===== src/hdl/pbm_pkg.sv =====
// Constants and types for the basic mode control register block
`default_nettype none
package pbm_pkg;
  // Register addresses on the serial management interface
  localparam logic [4:0] REG_CONTROL = 5'h00;
  localparam logic [4:0] REG_STATUS = 5'h01;
  localparam logic [4:0] REG_RX_ERR_COUNT = 5'h14;

  // Control register field positions
  localparam int CTL_RESET = 15;
  localparam int CTL_LOOPBACK = 14;
  localparam int CTL_SPEED = 13;
  localparam int CTL_AN_ENABLE = 12;
  localparam int CTL_POWER_DOWN = 11;
  localparam int CTL_ISOLATE = 10;
  localparam int CTL_RESTART = 9;
  localparam int CTL_DUPLEX = 8;
  localparam int CTL_COL_TEST = 7;
  localparam logic [15:0] CTL_RESET_VALUE = 16'h0000;

  // Status register field positions and fixed ability bits
  localparam int STS_AN_COMPLETE = 5;
  localparam int STS_REMOTE_FAULT = 4;
  localparam int STS_LINK = 2;
  localparam int STS_JABBER = 1;
  localparam logic [15:0] STS_FIXED_VALUE = 16'h7848;

  // Timing
  localparam int CLK_PERIOD_NS = 40;
  localparam int SOFT_RESET_NS = 1000;
  localparam int SOFT_RESET_CYCLES = (SOFT_RESET_NS + CLK_PERIOD_NS - 1) / CLK_PERIOD_NS;
  localparam int LOOPBACK_DEAD_US = 500;
  localparam int LOOPBACK_DEAD_CYCLES = (LOOPBACK_DEAD_US * 1000) / CLK_PERIOD_NS;

  // Management frame fields
  localparam logic [1:0] MDIO_OP_WRITE = 2'h1;
  localparam logic [1:0] MDIO_OP_READ = 2'h2;
  localparam logic [4:0] MDIO_HDR_LAST = 5'h0b;
  localparam logic [4:0] MDIO_DATA_LAST = 5'h0f;

  typedef enum logic [3:0] {
    MDIO_IDLE = 4'h1,
    MDIO_HDR = 4'h2,
    MDIO_TURN = 4'h4,
    MDIO_DATA = 4'h8
  } pbm_mdio_state_t;
endpackage : pbm_pkg
`default_nettype wire


===== src/hdl/pbm_mdio_slave.sv =====
// Serial management frame slave: decodes read and write frames
`default_nettype none
module pbm_mdio_slave (
  // Clock and reset
  input wire logic clock_in,
  input wire logic arst_n_in,
  input wire logic ce_in,
  // Management pins
  input wire logic mdc_in,
  input wire logic mdio_in,
  output logic mdio_out,
  output logic mdio_oe_out,
  // Own address
  input wire logic [4:0] phy_addr_in,
  // Register access
  output logic [4:0] reg_addr_out,
  output logic rd_strobe_out,
  input wire logic [15:0] rd_data_in,
  output logic wr_strobe_out,
  output logic [15:0] wr_data_out
);
  pbm_pkg::pbm_mdio_state_t state_q;
  logic mdc_q;
  logic [4:0] cnt_q;
  logic [15:0] shift_q;
  logic is_read_q;
  logic mine_q;
  logic rise;
  logic [11:0] hdr;

  assign rise = mdc_in & ~mdc_q;
  assign hdr = {shift_q[10:0], mdio_in};

  always_ff @(posedge clock_in or negedge arst_n_in) begin
    if (!arst_n_in) begin
      mdc_q <= 1'b0;
      state_q <= pbm_pkg::MDIO_IDLE;
      cnt_q <= 5'h00;
      shift_q <= 16'h0000;
      is_read_q <= 1'b0;
      mine_q <= 1'b0;
      reg_addr_out <= 5'h00;
      rd_strobe_out <= 1'b0;
      wr_strobe_out <= 1'b0;
      wr_data_out <= 16'h0000;
      mdio_out <= 1'b0;
      mdio_oe_out <= 1'b0;
    end else if (ce_in) begin
      mdc_q <= mdc_in;
      rd_strobe_out <= 1'b0;
      wr_strobe_out <= 1'b0;
      // Read data is taken together with the strobe, before clear-on-read acts
      if (rd_strobe_out) begin
        shift_q <= rd_data_in;
      end
      if (rise) begin
        unique case (state_q)
          pbm_pkg::MDIO_IDLE: begin
            shift_q <= {shift_q[14:0], mdio_in};
            // Start pattern 01 after at least one idle one
            if (shift_q[1:0] == 2'h2 && mdio_in) begin
              state_q <= pbm_pkg::MDIO_HDR;
              cnt_q <= 5'h00;
            end
          end
          pbm_pkg::MDIO_HDR: begin
            shift_q <= {shift_q[14:0], mdio_in};
            cnt_q <= cnt_q + 5'h01;
            if (cnt_q == pbm_pkg::MDIO_HDR_LAST) begin
              cnt_q <= 5'h00;
              reg_addr_out <= hdr[4:0];
              mine_q <= (hdr[9:5] == phy_addr_in);
              is_read_q <= (hdr[11:10] == pbm_pkg::MDIO_OP_READ);
              if (hdr[11:10] == pbm_pkg::MDIO_OP_READ || hdr[11:10] == pbm_pkg::MDIO_OP_WRITE) begin
                state_q <= pbm_pkg::MDIO_TURN;
                rd_strobe_out <= (hdr[11:10] == pbm_pkg::MDIO_OP_READ) && (hdr[9:5] == phy_addr_in);
              end else begin
                state_q <= pbm_pkg::MDIO_IDLE;
              end
            end
          end
          pbm_pkg::MDIO_TURN: begin
            cnt_q <= cnt_q + 5'h01;
            if (cnt_q == 5'h00) begin
              // Second turnaround bit is driven low by us on reads
              mdio_oe_out <= is_read_q & mine_q;
              mdio_out <= 1'b0;
            end else begin
              cnt_q <= 5'h00;
              state_q <= pbm_pkg::MDIO_DATA;
              if (is_read_q) begin
                mdio_out <= shift_q[15];
                shift_q <= {shift_q[14:0], 1'b0};
              end
            end
          end
          pbm_pkg::MDIO_DATA: begin
            cnt_q <= cnt_q + 5'h01;
            if (is_read_q) begin
              mdio_out <= shift_q[15];
              shift_q <= {shift_q[14:0], 1'b0};
            end else begin
              shift_q <= {shift_q[14:0], mdio_in};
            end
            if (cnt_q == pbm_pkg::MDIO_DATA_LAST) begin
              state_q <= pbm_pkg::MDIO_IDLE;
              mdio_oe_out <= 1'b0;
              mdio_out <= 1'b0;
              shift_q <= 16'h0000;
              if (!is_read_q) begin
                wr_data_out <= {shift_q[14:0], mdio_in};
                wr_strobe_out <= mine_q;
              end
            end
          end
        endcase
      end
    end
  end
endmodule : pbm_mdio_slave
`default_nettype wire


===== src/hdl/pbm_basic_mode_control.sv =====
// Basic mode control register, port control and MII gating of one port
// What this block does
// - Writing the top control bit starts a soft reset; bit reads one until done.
// - Soft reset reloads configuration from the straps like a hardware reset.
// - Loopback bit set routes MII transmit data back onto MII receive.
// - After loopback is enabled, receive data may be invalid for about 500 us.
// - With negotiation off, speed bit picks 100 Mb/s or 10 Mb/s; strap reset value.
// - Negotiation enable bit takes its reset value from a strap.
// - Fiber mode forces the negotiation enable bit to zero at reset.
// - While negotiation is on, forced speed and duplex bits are ignored.
// - While negotiation is off, forced speed and duplex bits alone set the mode.
// - Power down bit powers the port down; only registers stay alive.
// - Effective power down is the bit OR the active-low external pin.
// - External power-down pin asserted sets the power down bit.
// - Isolate bit disconnects the port from MII; management still works.
// - Writing restart starts negotiation; ignored while negotiation is off.
// - Restart bit reads one until negotiation has begun, then self-clears.
// - Writing zero to restart leaves a running negotiation undisturbed.
// - With negotiation off, duplex bit picks full or half; strap reset value.
// - Collision test raises COL within 512 bit times of TX_EN rising.
// - Collision test drops COL within 4 bit times of TX_EN falling.
// - Low seven control bits ignore writes and read zero.
// - Latching status bits hold their captured event until the register is read.
// - Clear-on-read bits return their value, then reset to zero; an error in the read cycle leaves the count at one.
// - Latched-low link bit is set again only after good link and a read.
`default_nettype none
module pbm_basic_mode_control #(
  parameter int LOOPBACK_DEAD_CYCLES = pbm_pkg::LOOPBACK_DEAD_CYCLES
) (
  // Clock, reset, enable
  input wire logic clock_in,
  input wire logic arst_n_in,
  input wire logic ce_in,
  // Serial management
  input wire logic mdc_in,
  input wire logic mdio_in,
  output logic mdio_out,
  output logic mdio_oe_out,
  // Straps and pins
  input wire logic [4:0] strap_phy_addr_in,
  input wire logic strap_speed_100_in,
  input wire logic strap_full_duplex_in,
  input wire logic strap_an_enable_in,
  input wire logic fiber_mode_enable_in,
  input wire logic external_power_down_pin_n_in,
  // Negotiation engine and line status
  input wire logic an_started_in,
  input wire logic an_speed_100_in,
  input wire logic an_full_duplex_in,
  input wire logic an_complete_in,
  input wire logic link_up_in,
  input wire logic remote_fault_in,
  input wire logic jabber_in,
  input wire logic rx_error_in,
  // MII from the MAC
  input wire logic tx_en_in,
  input wire logic [3:0] txd_in,
  // Media side receive
  input wire logic media_rx_dv_in,
  input wire logic [3:0] media_rxd_in,
  input wire logic media_crs_in,
  input wire logic media_col_in,
  // MII to the MAC
  output logic rx_dv_out,
  output logic [3:0] rxd_out,
  output logic crs_out,
  output logic col_out,
  output logic mii_oe_out,
  // Media side transmit
  output logic media_tx_en_out,
  output logic [3:0] media_txd_out,
  // Port control
  output logic port_reset_out,
  output logic power_down_out,
  output logic speed_100_out,
  output logic full_duplex_out,
  output logic an_enable_out,
  output logic an_restart_out
);
  logic [4:0] reg_addr;
  logic rd_strobe;
  logic wr_strobe;
  logic [15:0] wr_data;
  logic [15:0] rd_data;
  logic [4:0] phy_addr_q;
  logic strap_load_q;
  logic soft_rst_q;
  logic [5:0] rst_cnt_q;
  logic rst_done;
  logic loopback_q, speed_q, an_en_q, pwrdn_q, isolate_q, restart_q, duplex_q, coltest_q;
  logic [13:0] dead_cnt_q;
  logic link_ll_q, rfault_lh_q, jabber_lh_q;
  logic [15:0] rxerr_cnt_q;
  logic ctl_wr, sts_rd, cnt_rd, pd_eff;

  pbm_mdio_slave u_mdio (
    .clock_in(clock_in),
    .arst_n_in(arst_n_in),
    .ce_in(ce_in),
    .mdc_in(mdc_in),
    .mdio_in(mdio_in),
    .mdio_out(mdio_out),
    .mdio_oe_out(mdio_oe_out),
    .phy_addr_in(phy_addr_q),
    .reg_addr_out(reg_addr),
    .rd_strobe_out(rd_strobe),
    .rd_data_in(rd_data),
    .wr_strobe_out(wr_strobe),
    .wr_data_out(wr_data)
  );

  // Writes are ignored while a soft reset is running
  assign ctl_wr = wr_strobe && reg_addr == pbm_pkg::REG_CONTROL && !soft_rst_q;
  assign sts_rd = rd_strobe && reg_addr == pbm_pkg::REG_STATUS;
  assign cnt_rd = rd_strobe && reg_addr == pbm_pkg::REG_RX_ERR_COUNT;
  assign rst_done = soft_rst_q && rst_cnt_q == 6'h00;
  assign pd_eff = pwrdn_q | ~external_power_down_pin_n_in;

  // Read mux; unmapped registers read as zero
  always_comb begin
    rd_data = 16'h0000;
    if (reg_addr == pbm_pkg::REG_CONTROL) begin
      rd_data[pbm_pkg::CTL_RESET] = soft_rst_q;
      rd_data[pbm_pkg::CTL_LOOPBACK] = loopback_q;
      rd_data[pbm_pkg::CTL_SPEED] = speed_q;
      rd_data[pbm_pkg::CTL_AN_ENABLE] = an_en_q;
      rd_data[pbm_pkg::CTL_POWER_DOWN] = pwrdn_q;
      rd_data[pbm_pkg::CTL_ISOLATE] = isolate_q;
      rd_data[pbm_pkg::CTL_RESTART] = restart_q;
      rd_data[pbm_pkg::CTL_DUPLEX] = duplex_q;
      rd_data[pbm_pkg::CTL_COL_TEST] = coltest_q;
    end else if (reg_addr == pbm_pkg::REG_STATUS) begin
      rd_data = pbm_pkg::STS_FIXED_VALUE;
      rd_data[pbm_pkg::STS_AN_COMPLETE] = an_complete_in;
      rd_data[pbm_pkg::STS_REMOTE_FAULT] = rfault_lh_q;
      rd_data[pbm_pkg::STS_LINK] = link_ll_q;
      rd_data[pbm_pkg::STS_JABBER] = jabber_lh_q;
    end else if (reg_addr == pbm_pkg::REG_RX_ERR_COUNT) begin
      rd_data = rxerr_cnt_q;
    end
  end

  // Strap capture after hardware reset release and at soft reset end
  always_ff @(posedge clock_in or negedge arst_n_in) begin
    if (!arst_n_in) begin
      strap_load_q <= 1'b1;
      phy_addr_q <= 5'h00;
    end else if (ce_in) begin
      strap_load_q <= 1'b0;
      if (strap_load_q || rst_done) begin
        phy_addr_q <= strap_phy_addr_in;
      end
    end
  end

  // Soft reset sequencer
  always_ff @(posedge clock_in or negedge arst_n_in) begin
    if (!arst_n_in) begin
      soft_rst_q <= 1'b0;
      rst_cnt_q <= 6'h00;
    end else if (ce_in) begin
      if (ctl_wr && wr_data[pbm_pkg::CTL_RESET]) begin
        soft_rst_q <= 1'b1;
        rst_cnt_q <= 6'(pbm_pkg::SOFT_RESET_CYCLES - 1);
      end else if (rst_done) begin
        soft_rst_q <= 1'b0;
      end else if (soft_rst_q) begin
        rst_cnt_q <= rst_cnt_q - 6'h01;
      end
    end
  end

  // Control bits
  always_ff @(posedge clock_in or negedge arst_n_in) begin
    if (!arst_n_in) begin
      loopback_q <= pbm_pkg::CTL_RESET_VALUE[pbm_pkg::CTL_LOOPBACK];
      speed_q <= pbm_pkg::CTL_RESET_VALUE[pbm_pkg::CTL_SPEED];
      an_en_q <= pbm_pkg::CTL_RESET_VALUE[pbm_pkg::CTL_AN_ENABLE];
      pwrdn_q <= pbm_pkg::CTL_RESET_VALUE[pbm_pkg::CTL_POWER_DOWN];
      isolate_q <= pbm_pkg::CTL_RESET_VALUE[pbm_pkg::CTL_ISOLATE];
      duplex_q <= pbm_pkg::CTL_RESET_VALUE[pbm_pkg::CTL_DUPLEX];
      coltest_q <= pbm_pkg::CTL_RESET_VALUE[pbm_pkg::CTL_COL_TEST];
    end else if (ce_in) begin
      if (strap_load_q || rst_done) begin
        loopback_q <= 1'b0;
        speed_q <= strap_speed_100_in;
        an_en_q <= strap_an_enable_in & ~fiber_mode_enable_in;
        pwrdn_q <= 1'b0;
        isolate_q <= 1'b0;
        duplex_q <= strap_full_duplex_in;
        coltest_q <= 1'b0;
      end else if (ctl_wr) begin
        loopback_q <= wr_data[pbm_pkg::CTL_LOOPBACK];
        speed_q <= wr_data[pbm_pkg::CTL_SPEED];
        an_en_q <= wr_data[pbm_pkg::CTL_AN_ENABLE];
        pwrdn_q <= wr_data[pbm_pkg::CTL_POWER_DOWN];
        isolate_q <= wr_data[pbm_pkg::CTL_ISOLATE];
        duplex_q <= wr_data[pbm_pkg::CTL_DUPLEX];
        coltest_q <= wr_data[pbm_pkg::CTL_COL_TEST];
      end
      // Pin assertion wins over a write of zero
      if (!external_power_down_pin_n_in) begin
        pwrdn_q <= 1'b1;
      end
    end
  end

  // Restart request: set wins over the engine's acknowledge
  always_ff @(posedge clock_in or negedge arst_n_in) begin
    if (!arst_n_in) begin
      restart_q <= 1'b0;
    end else if (ce_in) begin
      if (strap_load_q || rst_done) begin
        restart_q <= 1'b0;
      end else if (ctl_wr && !wr_data[pbm_pkg::CTL_AN_ENABLE]) begin
        restart_q <= 1'b0;
      end else if (ctl_wr && wr_data[pbm_pkg::CTL_RESTART]) begin
        restart_q <= 1'b1;
      end else if (an_started_in) begin
        restart_q <= 1'b0;
      end
    end
  end

  // Loopback dead time, started by each write that sets loopback while it is off
  always_ff @(posedge clock_in or negedge arst_n_in) begin
    if (!arst_n_in) begin
      dead_cnt_q <= 14'h0000;
    end else if (ce_in) begin
      if (ctl_wr && wr_data[pbm_pkg::CTL_LOOPBACK] && !loopback_q) begin
        dead_cnt_q <= 14'(LOOPBACK_DEAD_CYCLES);
      end else if (dead_cnt_q != 14'h0000) begin
        dead_cnt_q <= dead_cnt_q - 14'h0001;
      end
    end
  end

  // Latching status and clear-on-read counter; events win over the read
  always_ff @(posedge clock_in or negedge arst_n_in) begin
    if (!arst_n_in) begin
      link_ll_q <= 1'b0;
      rfault_lh_q <= 1'b0;
      jabber_lh_q <= 1'b0;
      rxerr_cnt_q <= 16'h0000;
    end else if (ce_in) begin
      if (!link_up_in) begin
        link_ll_q <= 1'b0;
      end else if (sts_rd) begin
        link_ll_q <= 1'b1;
      end
      if (remote_fault_in) begin
        rfault_lh_q <= 1'b1;
      end else if (sts_rd) begin
        rfault_lh_q <= 1'b0;
      end
      if (jabber_in) begin
        jabber_lh_q <= 1'b1;
      end else if (sts_rd) begin
        jabber_lh_q <= 1'b0;
      end
      if (cnt_rd) begin
        rxerr_cnt_q <= {15'h0000, rx_error_in};
      end else if (rx_error_in && rxerr_cnt_q != 16'hffff) begin
        rxerr_cnt_q <= rxerr_cnt_q + 16'h0001;
      end
    end
  end

  // Port control outputs
  always_ff @(posedge clock_in or negedge arst_n_in) begin
    if (!arst_n_in) begin
      port_reset_out <= 1'b0;
      power_down_out <= 1'b0;
      speed_100_out <= 1'b0;
      full_duplex_out <= 1'b0;
      an_enable_out <= 1'b0;
      an_restart_out <= 1'b0;
    end else if (ce_in) begin
      port_reset_out <= soft_rst_q;
      power_down_out <= pd_eff;
      speed_100_out <= an_en_q ? an_speed_100_in : speed_q;
      full_duplex_out <= an_en_q ? an_full_duplex_in : duplex_q;
      an_enable_out <= an_en_q;
      an_restart_out <= restart_q;
    end
  end

  // MII data path; the one-cycle register delays COL by one clock, 4 bit times at 100 Mb/s
  always_ff @(posedge clock_in or negedge arst_n_in) begin
    if (!arst_n_in) begin
      rx_dv_out <= 1'b0;
      rxd_out <= 4'h0;
      crs_out <= 1'b0;
      col_out <= 1'b0;
      mii_oe_out <= 1'b0;
      media_tx_en_out <= 1'b0;
      media_txd_out <= 4'h0;
    end else if (ce_in) begin
      mii_oe_out <= ~isolate_q;
      media_tx_en_out <= tx_en_in & ~loopback_q & ~isolate_q & ~pd_eff;
      media_txd_out <= (loopback_q | isolate_q | pd_eff) ? 4'h0 : txd_in;
      if (isolate_q || pd_eff) begin
        rx_dv_out <= 1'b0;
        rxd_out <= 4'h0;
        crs_out <= 1'b0;
      end else if (loopback_q) begin
        rx_dv_out <= tx_en_in && dead_cnt_q == 14'h0000;
        rxd_out <= txd_in;
        crs_out <= tx_en_in;
      end else begin
        rx_dv_out <= media_rx_dv_in;
        rxd_out <= media_rxd_in;
        crs_out <= media_crs_in;
      end
      if (coltest_q) begin
        col_out <= tx_en_in;
      end else begin
        col_out <= media_col_in & ~loopback_q & ~isolate_q & ~pd_eff;
      end
    end
  end

  property p_soft_reset_ends;
    @(posedge clock_in) disable iff (!arst_n_in || !ce_in)
      $rose(soft_rst_q) |-> soft_rst_q[*8] ##[1:30] !soft_rst_q;
  endproperty
  a_soft_reset_ends: assert property (p_soft_reset_ends) else $error("soft reset did not end in time");

  property p_restrap;
    @(posedge clock_in) disable iff (!arst_n_in || !ce_in)
      rst_done |=> speed_q == $past(strap_speed_100_in) && duplex_q == $past(strap_full_duplex_in);
  endproperty
  a_restrap: assert property (p_restrap) else $error("soft reset did not reload straps");

  property p_loopback_path;
    @(posedge clock_in) disable iff (!arst_n_in || !ce_in)
      loopback_q && !isolate_q && !pd_eff |=> rxd_out == $past(txd_in);
  endproperty
  a_loopback_path: assert property (p_loopback_path) else $error("loopback data not returned");

  property p_dead_time;
    @(posedge clock_in) disable iff (!arst_n_in || !ce_in)
      loopback_q && dead_cnt_q != 14'h0000 |=> !rx_dv_out;
  endproperty
  a_dead_time: assert property (p_dead_time) else $error("receive valid during loopback dead time");

  property p_fiber_an_off;
    @(posedge clock_in) disable iff (!arst_n_in || !ce_in)
      strap_load_q && fiber_mode_enable_in |=> !an_en_q;
  endproperty
  a_fiber_an_off: assert property (p_fiber_an_off) else $error("fiber mode left negotiation on");

  property p_forced_mode;
    @(posedge clock_in) disable iff (!arst_n_in || !ce_in)
      !an_en_q |=> speed_100_out == $past(speed_q) && full_duplex_out == $past(duplex_q);
  endproperty
  a_forced_mode: assert property (p_forced_mode) else $error("forced mode not applied");

  property p_an_mode;
    @(posedge clock_in) disable iff (!arst_n_in || !ce_in)
      an_en_q |=> speed_100_out == $past(an_speed_100_in) && full_duplex_out == $past(an_full_duplex_in);
  endproperty
  a_an_mode: assert property (p_an_mode) else $error("forced bits used during negotiation");

  property p_power_or;
    @(posedge clock_in) disable iff (!arst_n_in || !ce_in)
      !external_power_down_pin_n_in |=> pwrdn_q ##1 power_down_out;
  endproperty
  a_power_or: assert property (p_power_or) else $error("pin did not set power down");

  property p_restart_ignored;
    @(posedge clock_in) disable iff (!arst_n_in || !ce_in)
      ctl_wr && !wr_data[pbm_pkg::CTL_AN_ENABLE] |=> !restart_q ##1 !an_restart_out;
  endproperty
  a_restart_ignored: assert property (p_restart_ignored) else $error("restart taken while negotiation off");

  property p_col_test;
    @(posedge clock_in) disable iff (!arst_n_in || !ce_in)
      coltest_q && $changed(tx_en_in) |=> col_out == $past(tx_en_in);
  endproperty
  a_col_test: assert property (p_col_test) else $error("collision test COL late");

  property p_isolate;
    @(posedge clock_in) disable iff (!arst_n_in || !ce_in)
      isolate_q |=> !mii_oe_out && !rx_dv_out;
  endproperty
  a_isolate: assert property (p_isolate) else $error("isolated port still drives MII");
endmodule : pbm_basic_mode_control
`default_nettype wire


===== config.mk =====
export PLATFORM = sky130hd
export DESIGN_NAME = pbm_basic_mode_control
export DESIGN_NICKNAME = d
export VERILOG_FILES = /design/src/hdl/pbm_pkg.sv /design/src/hdl/pbm_mdio_slave.sv /design/src/hdl/pbm_basic_mode_control.sv
export SDC_FILE = /design/constraint.sdc
export NUM_CORES = 1
export LEC_CHECK = 0
export BUFFER_PORTS_ARGS = -buffer_cell sky130_fd_sc_hd__buf_2
export CAP_MARGIN = 20
export CORE_ASPECT_RATIO = 1.4
export CORE_MARGIN = 2
export CORE_UTILIZATION = 26
export CTS_CLUSTER_DIAMETER = 150
export DETAILED_ROUTE_END_ITERATION = 12
export PLACE_DENSITY = 0.5
export SKIP_CTS_REPAIR_TIMING = 1
export SLEW_MARGIN = 5
export SYNTH_ARGS = -nofsm -noshare
export SYNTH_HDL_FRONTEND = slang
export SYNTH_HIERARCHICAL = 1
export SYNTH_SLANG_ARGS = --single-unit

===== constraint.sdc =====
create_clock -name clock_in -period 2.1 [get_ports clock_in]
set_input_delay 0 -clock clock_in [delete_from_list [all_inputs] [get_ports clock_in]]
set_output_delay 0 -clock clock_in [all_outputs]
set_load 0.05 [all_outputs]

==> results.json, run 1 <==
{
  "setup_viol": 0,
  "max_freq_ghz": 0.491,
  "critPathLaunchType": "flop",
  "ant_nets": 0,
  "gr-total-overflow": 0,
  "power.leakage_nw": 3.57,
  "grt_pass1_vias": 5471,
  "antennaDiodeCount": 0,
  "r2r-start": "u_mdio/state_q[1]$_DFFE_PN0P_",
  "dp_hpwl_microns": 12800,
  "crit_path_start": "u_mdio/state_q[1]$_DFFE_PN0P_",
  "cts_tree": "built",
  "grt_pass1_wl_microns": 29000,
  "top_usage_layer": "met2",
  "combPwrFrac_pct": 18.1,
  "yosysWarnings": 6,
  "die_w_microns": 137,
  "hp-class": "input port to flop",
  "io_pins": 56,
  "htree_levels": 4,
  "wirelength_microns": 17900,
  "syn_area_per_cell_sq_um": 10.0,
  "outcome": "complete, but fails checks",
  "fin_crit_ps": 2040,
  "maxCapViolCount": 0,
  "pwr_density_cell_nw_per_um2": 860,
  "worstMarginPinSlew_ps": 757,
  "max-vdd-ir-drop_mv": 0.617,
  "crit_path_max_fanout": 5,
  "end_kind": "flop",
  "critPathSlowestCell": "or4b_2",
  "die_area_sq_um": 25900,
  "synth_cells": 638,
  "path_clk_slew_ps": 50,
  "drt-initial-drc-count": 303,
  "internal-power_mw": 5.04,
  "crit_buf_inv": 1,
  "via_count": 5377,
  "antenna_found_initial": 0,
  "grtUsageTotal_pct": 14.4,
  "critPathTopFamily": "simple AND/OR/NAND/NOR gates",
  "switching_share_pct": 28.8,
  "power_mw": 7.07,
  "pwr-share-clk_pct": 41.6,
  "viasPerCell": 5.00,
  "io_buffers": 55,
  "violations": "negative hold slack",
  "drv_slew": 0,
  "crit_type": "flop to flop",
  "cp_data_required_time_ps": 2400,
  "cts-root-buf": "clkbuf_16",
  "rsz0062_at_grt": "yes",
  "drc": 0,
  "power.switching_mw": 2.03,
  "min_period_over_period_pct": 96.9,
  "syn_nets": 681,
  "die_y_microns": 190,
  "drive_gt1_share_pct": 26.2,
  "areaGrowthSynthToFinish_pct": 28.5,
  "slew_headroom_pct": 49.6,
  "cts_buffer_depth": 2,
  "nets": 797,
  "cts_buffers": 17,
  "cts.sinks": 119,
  "insertion_delay_ps": 420,
  "skew_ps": 8.26,
  "fin_util_pct": 34.1,
  "power_frac_seq_pct": 40.3,
  "core_sq_um": 24100,
  "first_pass_iters": 6,
  "finalHoldViolations": 1,
  "synth_area_sq_um": 6390,
  "grt_max_degree": 120,
  "globalplace.congestion": 0.793,
  "grtUsageMet3_pct": 3.16,
  "min_from": "media_rx_dv_in",
  "use_met2_pct": 25.5,
  "crit_arrival_ps": 2340,
  "worstPathCellList": "buf_4 -> or4b_2 -> o22ai_1 -> nor3_4 -> mux2_2",
  "fillers": 2401,
  "start_util_pct": 26.6,
  "crit_path_max_incr_delay_ps": 640,
  "row_count": 67,
  "gr-usage-met1_pct": 16.1,
  "whs_ps": -26.4,
  "post_drt_wl_per_cell_microns": 16.6
}
## sequential cells by signal, indices dropped and copies added (netlist names), 5 cells and up
signal,count
u_mdio/cnt_q,5
rst_cnt_q,6
phy_addr_q,5
u_mdio/reg_addr_out,5
rxerr_cnt_q,16
dead_cnt_q,14
u_mdio/wr_data_out,9
u_mdio/shift_q,16
## area by class of cell
class | instances | area (sq um) | area share, %
Multi-Input combinational cell | 469 | 3240 | 39.4
Tap cell | 310 | 388 | 4.72
Sequential cell | 119 | 2980 | 36.3
Clock buffer | 23 | 498 | 6.06
Clock inverter | 8 | 95.1 | 1.16
Inverter | 21 | 78.8 | 0.959
Timing Repair Buffer | 126 | 933 | 11.4
## through the flow
step	setup TNS, ps	setup slack [ps]	hold WS [ps]	cells	area (sq um)
2_1_floorplan	0	54.6	-296	638	6390
3_3_place_gp	-97.6	-33.3	162	1016	7300
3_5_place_dp	-109	-37.9	170	1016	7300
4_1_cts	-150	-51.4	-283	1047	7900
5_1_grt	-129	-40.7	37.2	1076	8220
6_report	0	64.3	-26.4	1076	8220
## layer usage
metal | vias up | part of all wire, %
met5 | - | 0
met4 | 0 | 3.2
met3 | 35 | 3.6
met2 | 121 | 52
met1 | 2595 | 41
li1 | 2626 | -
## path summary, 6_finish.rpt
| path | endpoint | cells past startpoint | slack [ps] |
|---|---|---|---|
| min in group asynchronous | rfault_lh_q$_DFFE_PN0P_ | 3 | 150 |
| min reg2reg | rxd_out[0]$_DFFE_PN0P_ | 1 | 480 |
| max in group asynchronous | dead_cnt_q[12]$_DFFE_PN0P_ | 3 | 1340 |
| max reg2reg | u_mdio/state_q[1]$_DFFE_PN0P_ | 5 | 60 |
| max | u_mdio/state_q[1]$_DFFE_PN0P_ | 5 | 60 |
| min | rx_dv_out$_DFFE_PN0P_ | 4 | -30 |
## power by group through the flow
stage                     sequential (mW)  combinational, mW  clock, mW
final                                2.85               1.28       2.94
after global routing                 2.89               1.44       3.09
after CTS                            2.84               1.23       3.00
after detailed placement             2.88               1.23          0
after global placement               2.87               1.22          0
after floorplan                      2.83              0.793          0
## worst reg2reg max path: cells and delay by family (launching register included)
| family | cells | cell delay, ps |
|---|---|---|
| AOI/OAI and AO/OA | 1 | 350 |
| muxes | 1 | 280 |
| DFF | 1 | 390 |
| and+or+nand+nor | 2 | 750 |
| buffers and inverters | 1 | 150 |
## cells in the final DEF (no fill, tap or decap), types with 5 or more instances in the layout
master         count
dfrtp_1          116
nand2_1           63
buf_2             54
nor2_1            50
mux2_2            40
buf_4             39
dlygate4sd3_1     29
o21ai_0           28
a31oi_1           24
a21oi_1           20
inv_1             20
o211ai_1          19
nand3_1           18
a22o_1            17
clkbuf_16         17
nor3_1            12
nor2b_1           11
mux2i_1           11
o31ai_1            9
o2bb2ai_1          9
or2_2              7
o22ai_1            7
a21o_1             7
ha_1               7
and3_1             6
nor4b_1            6
nand2b_1           5
nand4_1            5
xnor2_1            5
a32o_1             5
or3_1              5
clkbuf_8           5
(Power assumes the default switching activity.)
==> inputs of run 2 (changes only) <==
--- a/config.mk
+++ b/config.mk
@@ -13,6 +13,7 @@
 export CTS_CLUSTER_DIAMETER = 150
 export DETAILED_ROUTE_END_ITERATION = 12
 export PLACE_DENSITY = 0.5
+export SETUP_SLACK_MARGIN = 0.1
 export SKIP_CTS_REPAIR_TIMING = 1
 export SLEW_MARGIN = 5
 export SYNTH_ARGS = -nofsm -noshare
==> results.json, run 2 (synthesis gave the netlist of run 1 again) <==
{
  "min_period_over_period_pct": 91.6,
  "areaGrowthSynthToFinish_pct": 30.8,
  "final_cell_mix": "dfrtp_1 (116), nand2_1 (63), buf_2 (54)",
  "rsz0062_at_grt": "yes",
  "grt_pass1_wl_microns": 29500,
  "reg_top3": "rxerr_cnt_q: 16 flops, u_mdio/shift_q: 16 flops, dead_cnt_q: 14 flops",
  "end_kind": "flop",
  "fin_crit_ps": 1920,
  "cts_buffers": 17,
  "hp-class": "input port to flop",
  "cts.sinks": 119,
  "internal-power_mw": 5.17,
  "fillers": 2429,
  "power_mw": 7.25,
  "combPwrFrac_pct": 19.2,
  "globalplace.congestion": 0.792,
  "worstPathCellList": "or4_4 -> nor4_4 -> buf_4 -> nand3b_1 -> a31oi_1 -> o31ai_1",
  "crit_path_max_fanout": 9,
  "die_area_sq_um": 25900,
  "setup-tns-final_ps": 0,
  "cts_buffer_depth": 2,
  "wirelength_microns": 18300,
  "pwr_density_cell_nw_per_um2": 868,
  "drc": 0,
  "critPathTopFamily": "simple AND/OR/NAND/NOR gates",
  "critPathLaunchType": "flop",
  "cts_tree": "built",
  "slew_headroom_pct": 62.7,
  "outcome": "complete, but fails checks",
  "io_pins": 56,
  "grtUsageTotal_pct": 14.6,
  "io_buffers": 55,
  "postLayoutCellArea_sq_um": 8360,
  "max_freq_ghz": 0.520,
  "viasPerCell": 5.08,
  "drt-initial-drc-count": 265,
  "finalHoldViolations": 1,
  "core_sq_um": 24100,
  "switching_share_pct": 28.7,
  "dp_hpwl_microns": 13300,
  "htree_levels": 4,
  "die_w_microns": 137,
  "grt_pass1_vias": 5467,
  "power.switching_mw": 2.09,
  "critPathSlowestCell": "or4_4",
  "cts-root-buf": "clkbuf_16",
  "start_util_pct": 26.6,
  "via_count": 5484,
  "grt_max_degree": 50,
  "crit_type": "flop to flop",
  "ant_nets": 0,
  "antenna_found_initial": 0,
  "whs_ps": -41.9,
  "crit_buf_inv": 1,
  "crit_arrival_ps": 2210,
  "violations": "negative hold slack",
  "cp_data_required_time_ps": 2390,
  "crit_path_max_incr_delay_ps": 570,
  "insertion_delay_ps": 410,
  "nets": 800,
  "pwr-share-clk_pct": 41.5,
  "gr-total-overflow": 0,
  "power.leakage_nw": 3.61,
  "first_pass_iters": 7,
  "max-vdd-ir-drop_mv": 0.549,
  "drive_gt1_share_pct": 27.9,
  "post_drt_wl_per_cell_microns": 16.9,
  "maxCapViolCount": 0,
  "final_common_cell": "dfrtp_1",
  "place_area_sq_um": 7320,
  "row_count": 67,
  "power_frac_seq_pct": 39.3,
  "setup_viol": 0,
  "skew_ps": 8.60,
  "drv_slew": 0,
  "worstMarginPinSlew_ps": 552,
  "die_y_microns": 190,
  "path_clk_slew_ps": 60,
  "antennaDiodeCount": 0
}
## run 2: worst min-delay path: stages
cell	delay, ps
buf_2	70
nor2b_1	40
o22ai_1	130
a21oi_1	80
## run 2: final cells by class
| class | instances | area (sq um) | area share (%) |
|---|---|---|---|
| Tap cell | 310 | 388 | 4.64 |
| Inverter | 21 | 78.8 | 0.943 |
| Timing Repair Buffer | 129 | 956 | 11.4 |
| Sequential cell | 119 | 2980 | 35.7 |
| Clock buffer | 20 | 467 | 5.58 |
| Multi-Input combinational cell | 469 | 3340 | 39.9 |
| Clock inverter | 12 | 150 | 1.80 |
## run 2: worst paths after layout
| path | start | end | slack, ps | cells after the start |
|---|---|---|---|---|
| setup / recovery | dead_cnt_q[3]$_DFFE_PN0P_ | dead_cnt_q[10]$_DFFE_PN0P_ | 180 | 6 |
| hold / removal | fiber_mode_enable_in | an_en_q$_DFFE_PN0P_ | -40 | 4 |
| setup reg to reg | dead_cnt_q[3]$_DFFE_PN0P_ | dead_cnt_q[10]$_DFFE_PN0P_ | 180 | 6 |
| hold reg to reg | rxd_out[1]$_DFFE_PN0P_ | rxd_out[1]$_DFFE_PN0P_ | 480 | 1 |
| max in group asynchronous | arst_n_in | strap_load_q$_DFFE_PN1P_ | 1320 | 3 |
| min in group asynchronous | arst_n_in | rfault_lh_q$_DFFE_PN0P_ | 120 | 2 |
## run 2: routing by layer
metal	part of all wire (%)	wire [microns]	track usage [%]
met1	42	7630	16.1
met5	0	0	0
met4	1.7	308	5.33
met3	2.9	524	2.95
met2	54	9840	27.2
## run 2: metrics by stage
step	utilization (%)	instances	worst slack, ps
floorplan	-	638	113
global placement	30.4	1018	-0.0613
detailed placement	30.4	1018	-82.3
CTS	33.0	1050	-90.4
global route	34.7	1080	71.6
finish	34.7	1080	175
## run 2: power by group through the flow
stage | Sequential, mW | Clock (mW) | Combinational [mW]
6_report | 2.85 | 3.01 | 1.39
5_1_grt | 2.90 | 3.20 | 1.54
4_1_cts | 2.83 | 3.09 | 1.27
3_5_place_dp | 2.87 | 0 | 1.26
3_3_place_gp | 2.87 | 0 | 1.26
2_1_floorplan | 2.83 | 0 | 0.794
==> inputs of run 3 (changes only) <==
--- a/config.mk
+++ b/config.mk
@@ -7,12 +7,15 @@
 export LEC_CHECK = 0
 export BUFFER_PORTS_ARGS = -buffer_cell sky130_fd_sc_hd__buf_2
 export CAP_MARGIN = 20
+export CELL_PAD_IN_SITES_DETAIL_PLACEMENT = 1
+export CELL_PAD_IN_SITES_GLOBAL_PLACEMENT = 1
 export CORE_ASPECT_RATIO = 1.4
 export CORE_MARGIN = 2
 export CORE_UTILIZATION = 26
 export CTS_CLUSTER_DIAMETER = 150
 export DETAILED_ROUTE_END_ITERATION = 12
-export PLACE_DENSITY = 0.5
+export PLACE_DENSITY = 0.58
+export REMOVE_ABC_BUFFERS = 1
 export SETUP_SLACK_MARGIN = 0.1
 export SKIP_CTS_REPAIR_TIMING = 1
 export SLEW_MARGIN = 5
==> results.json, run 3 (synthesis gave the netlist of run 1 again) <==
{
  "final_cell_mix": "dfrtp_1 (115), nand2_1 (61), buf_2 (54)",
  "drive_gt1_share_pct": 30.6,
  "die_y_microns": 190,
  "whs_ps": -6.09,
  "fin_crit_ps": 2000,
  "cts-root-buf": "clkbuf_16",
  "rsz0062_at_grt": "yes",
  "power.leakage_nw": 3.64,
  "grt_pass1_vias": 5942,
  "crit_path_start": "u_mdio/cnt_q[1]$_DFFE_PN0P_",
  "critPathLaunchType": "flop",
  "antennaDiodeCount": 0,
  "crit_buf_inv": 1,
  "cp_data_required_time_ps": 2440,
  "place_area_sq_um": 7360,
  "maxCapViolCount": 0,
  "grt_max_degree": 47,
  "ant_nets": 0,
  "cts.sinks": 119,
  "critPathSlowestCell": "or4b_4",
  "viasPerCell": 5.16,
  "critPathTopFamily": "simple AND/OR/NAND/NOR gates",
  "violations": "negative hold slack",
  "cts_buffer_depth": 2,
  "io_pins": 56,
  "dp_slack_ps": -93.3,
  "gr-usage-met1_pct": 18.6,
  "outcome": "complete, but fails checks",
  "drc": 0,
  "first_pass_iters": 4,
  "fillers": 2680,
  "crit_path_max_incr_delay_ps": 490,
  "cp_num_cells": 6,
  "row_count": 67,
  "finalWorstSetupSlack_ps": 102,
  "postLayoutCellArea_sq_um": 8520,
  "multi_input_area_sq_um": 3410,
  "top_usage_layer": "met2",
  "die_w_microns": 137,
  "die_area_sq_um": 25900,
  "r2r.worst_path.cells": 6,
  "finalHoldViolations": 1,
  "slew_headroom_pct": 61.4,
  "crit_path_max_fanout": 4,
  "drv_slew": 0,
  "crit_type": "flop to flop",
  "grtUsageMet3_pct": 3.03,
  "crit_arrival_ps": 2340,
  "io_buffers": 55,
  "r2r-start": "u_mdio/cnt_q[1]$_DFFE_PN0P_",
  "power_mw": 7.32,
  "htree_levels": 4,
  "antenna_found_initial": 0,
  "cts_buffers": 17,
  "core_sq_um": 24100,
  "insertion_delay_ps": 420,
  "path_clk_slew_ps": 60,
  "hp-class": "input port to flop",
  "worstMarginPinSlew_ps": 574,
  "end_kind": "flop",
  "drt-initial-drc-count": 242,
  "dp_hpwl_microns": 14700,
  "grt_pass1_wl_microns": 32100,
  "via_count": 5630,
  "use_met2_pct": 28.9,
  "wirelength_microns": 20700,
  "skew_ps": 11.1,
  "nets": 811,
  "gr-total-overflow": 0,
  "r2r_setup_slack_ps": 100,
  "min_period_over_period_pct": 95.2,
  "areaGrowthSynthToFinish_pct": 33.4,
  "post_drt_wl_per_cell_microns": 19.0,
  "max_freq_ghz": 0.500,
  "final_common_cell": "dfrtp_1",
  "start_util_pct": 26.6,
  "globalplace.congestion": 0.819,
  "r2r-end": "u_mdio/cnt_q[2]$_DFFE_PN0P_",
  "setup_viol": 0,
  "grtUsageTotal_pct": 15.9,
  "max-vdd-ir-drop_mv": 0.570,
  "regArea_sq_um": 2980,
  "critPathCapture": "u_mdio/cnt_q[2]$_DFFE_PN0P_",
  "pwr_density_cell_nw_per_um2": 859,
  "setup-tns-final_ps": 0,
  "reg_top3": "rxerr_cnt_q: 16 flops, u_mdio/shift_q: 16 flops, dead_cnt_q: 14 flops",
  "worstPathCellList": "inv_2 -> ha_4 -> or4b_4 -> o221a_2 -> or2_2 -> o2bb2ai_1",
  "cts_tree": "built"
}
==> run 3: worst min path at each step <==
stage               slack (ps)                   to                         start  depth (start not counted)
finish                      -6  pwrdn_q$_DFFE_PN0P_  external_power_down_pin_n_in                          3
global route                20  pwrdn_q$_DFFE_PN0P_  external_power_down_pin_n_in                          3
CTS                       -450  col_out$_DFFE_PN0P_                     arst_n_in                          1
detailed placement          10  col_out$_DFFE_PN0P_                     arst_n_in                          1
global placement             5  col_out$_DFFE_PN0P_                     arst_n_in                          1
floorplan                 -300  an_en_q$_DFFE_PN0P_                     arst_n_in                          0
==> run 3: layout make-up <==
class	instances	area share, %
flip-flops and latches	119	35.0
well taps	310	4.55
inverters	21	0.925
clock inverters	14	1.79
multi-input cells	469	40.0
clock buffers	18	5.15
repair buffers	140	12.6
==> run 3: routing by layer <==
| metal | part of all wire [%] | vias up |
|---|---|---|
| met5 | 0 | - |
| met4 | 1.8 | 0 |
| met3 | 2.1 | 24 |
| met2 | 54 | 70 |
| met1 | 42 | 2875 |
| li1 | - | 2661 |
==> run 3: metrics by stage <==
step | hold slack [ps] | instances | util [%]
after detailed placement | 14.3 | 1023 | 30.6
after floorplan | -296 | 609 | -
after global placement | 4.76 | 1023 | 30.6
after CTS | -448 | 1055 | 33.1
after global routing | 15.4 | 1091 | 35.4
final | -6.09 | 1091 | 35.4
==> run 3: worst reg2reg max path: cells and delay by family (launching register included) <==
kind / cells / cell delay, ps
buf+inv: 1 / 100
compound gates: 2 / 460
flops: 1 / 430
fa+ha+maj: 1 / 130
simple gates: 2 / 810
==> run 3: where the power goes <==
| group | switching [mW] | leakage, nW | internal (mW) |
|---|---|---|---|
| registers | 0.347 | 1.50 | 2.54 |
| logic | 0.788 | 1.87 | 0.738 |
| clock network | 1.13 | 0.267 | 1.78 |
| total | 2.27 | 3.64 | 5.05 |
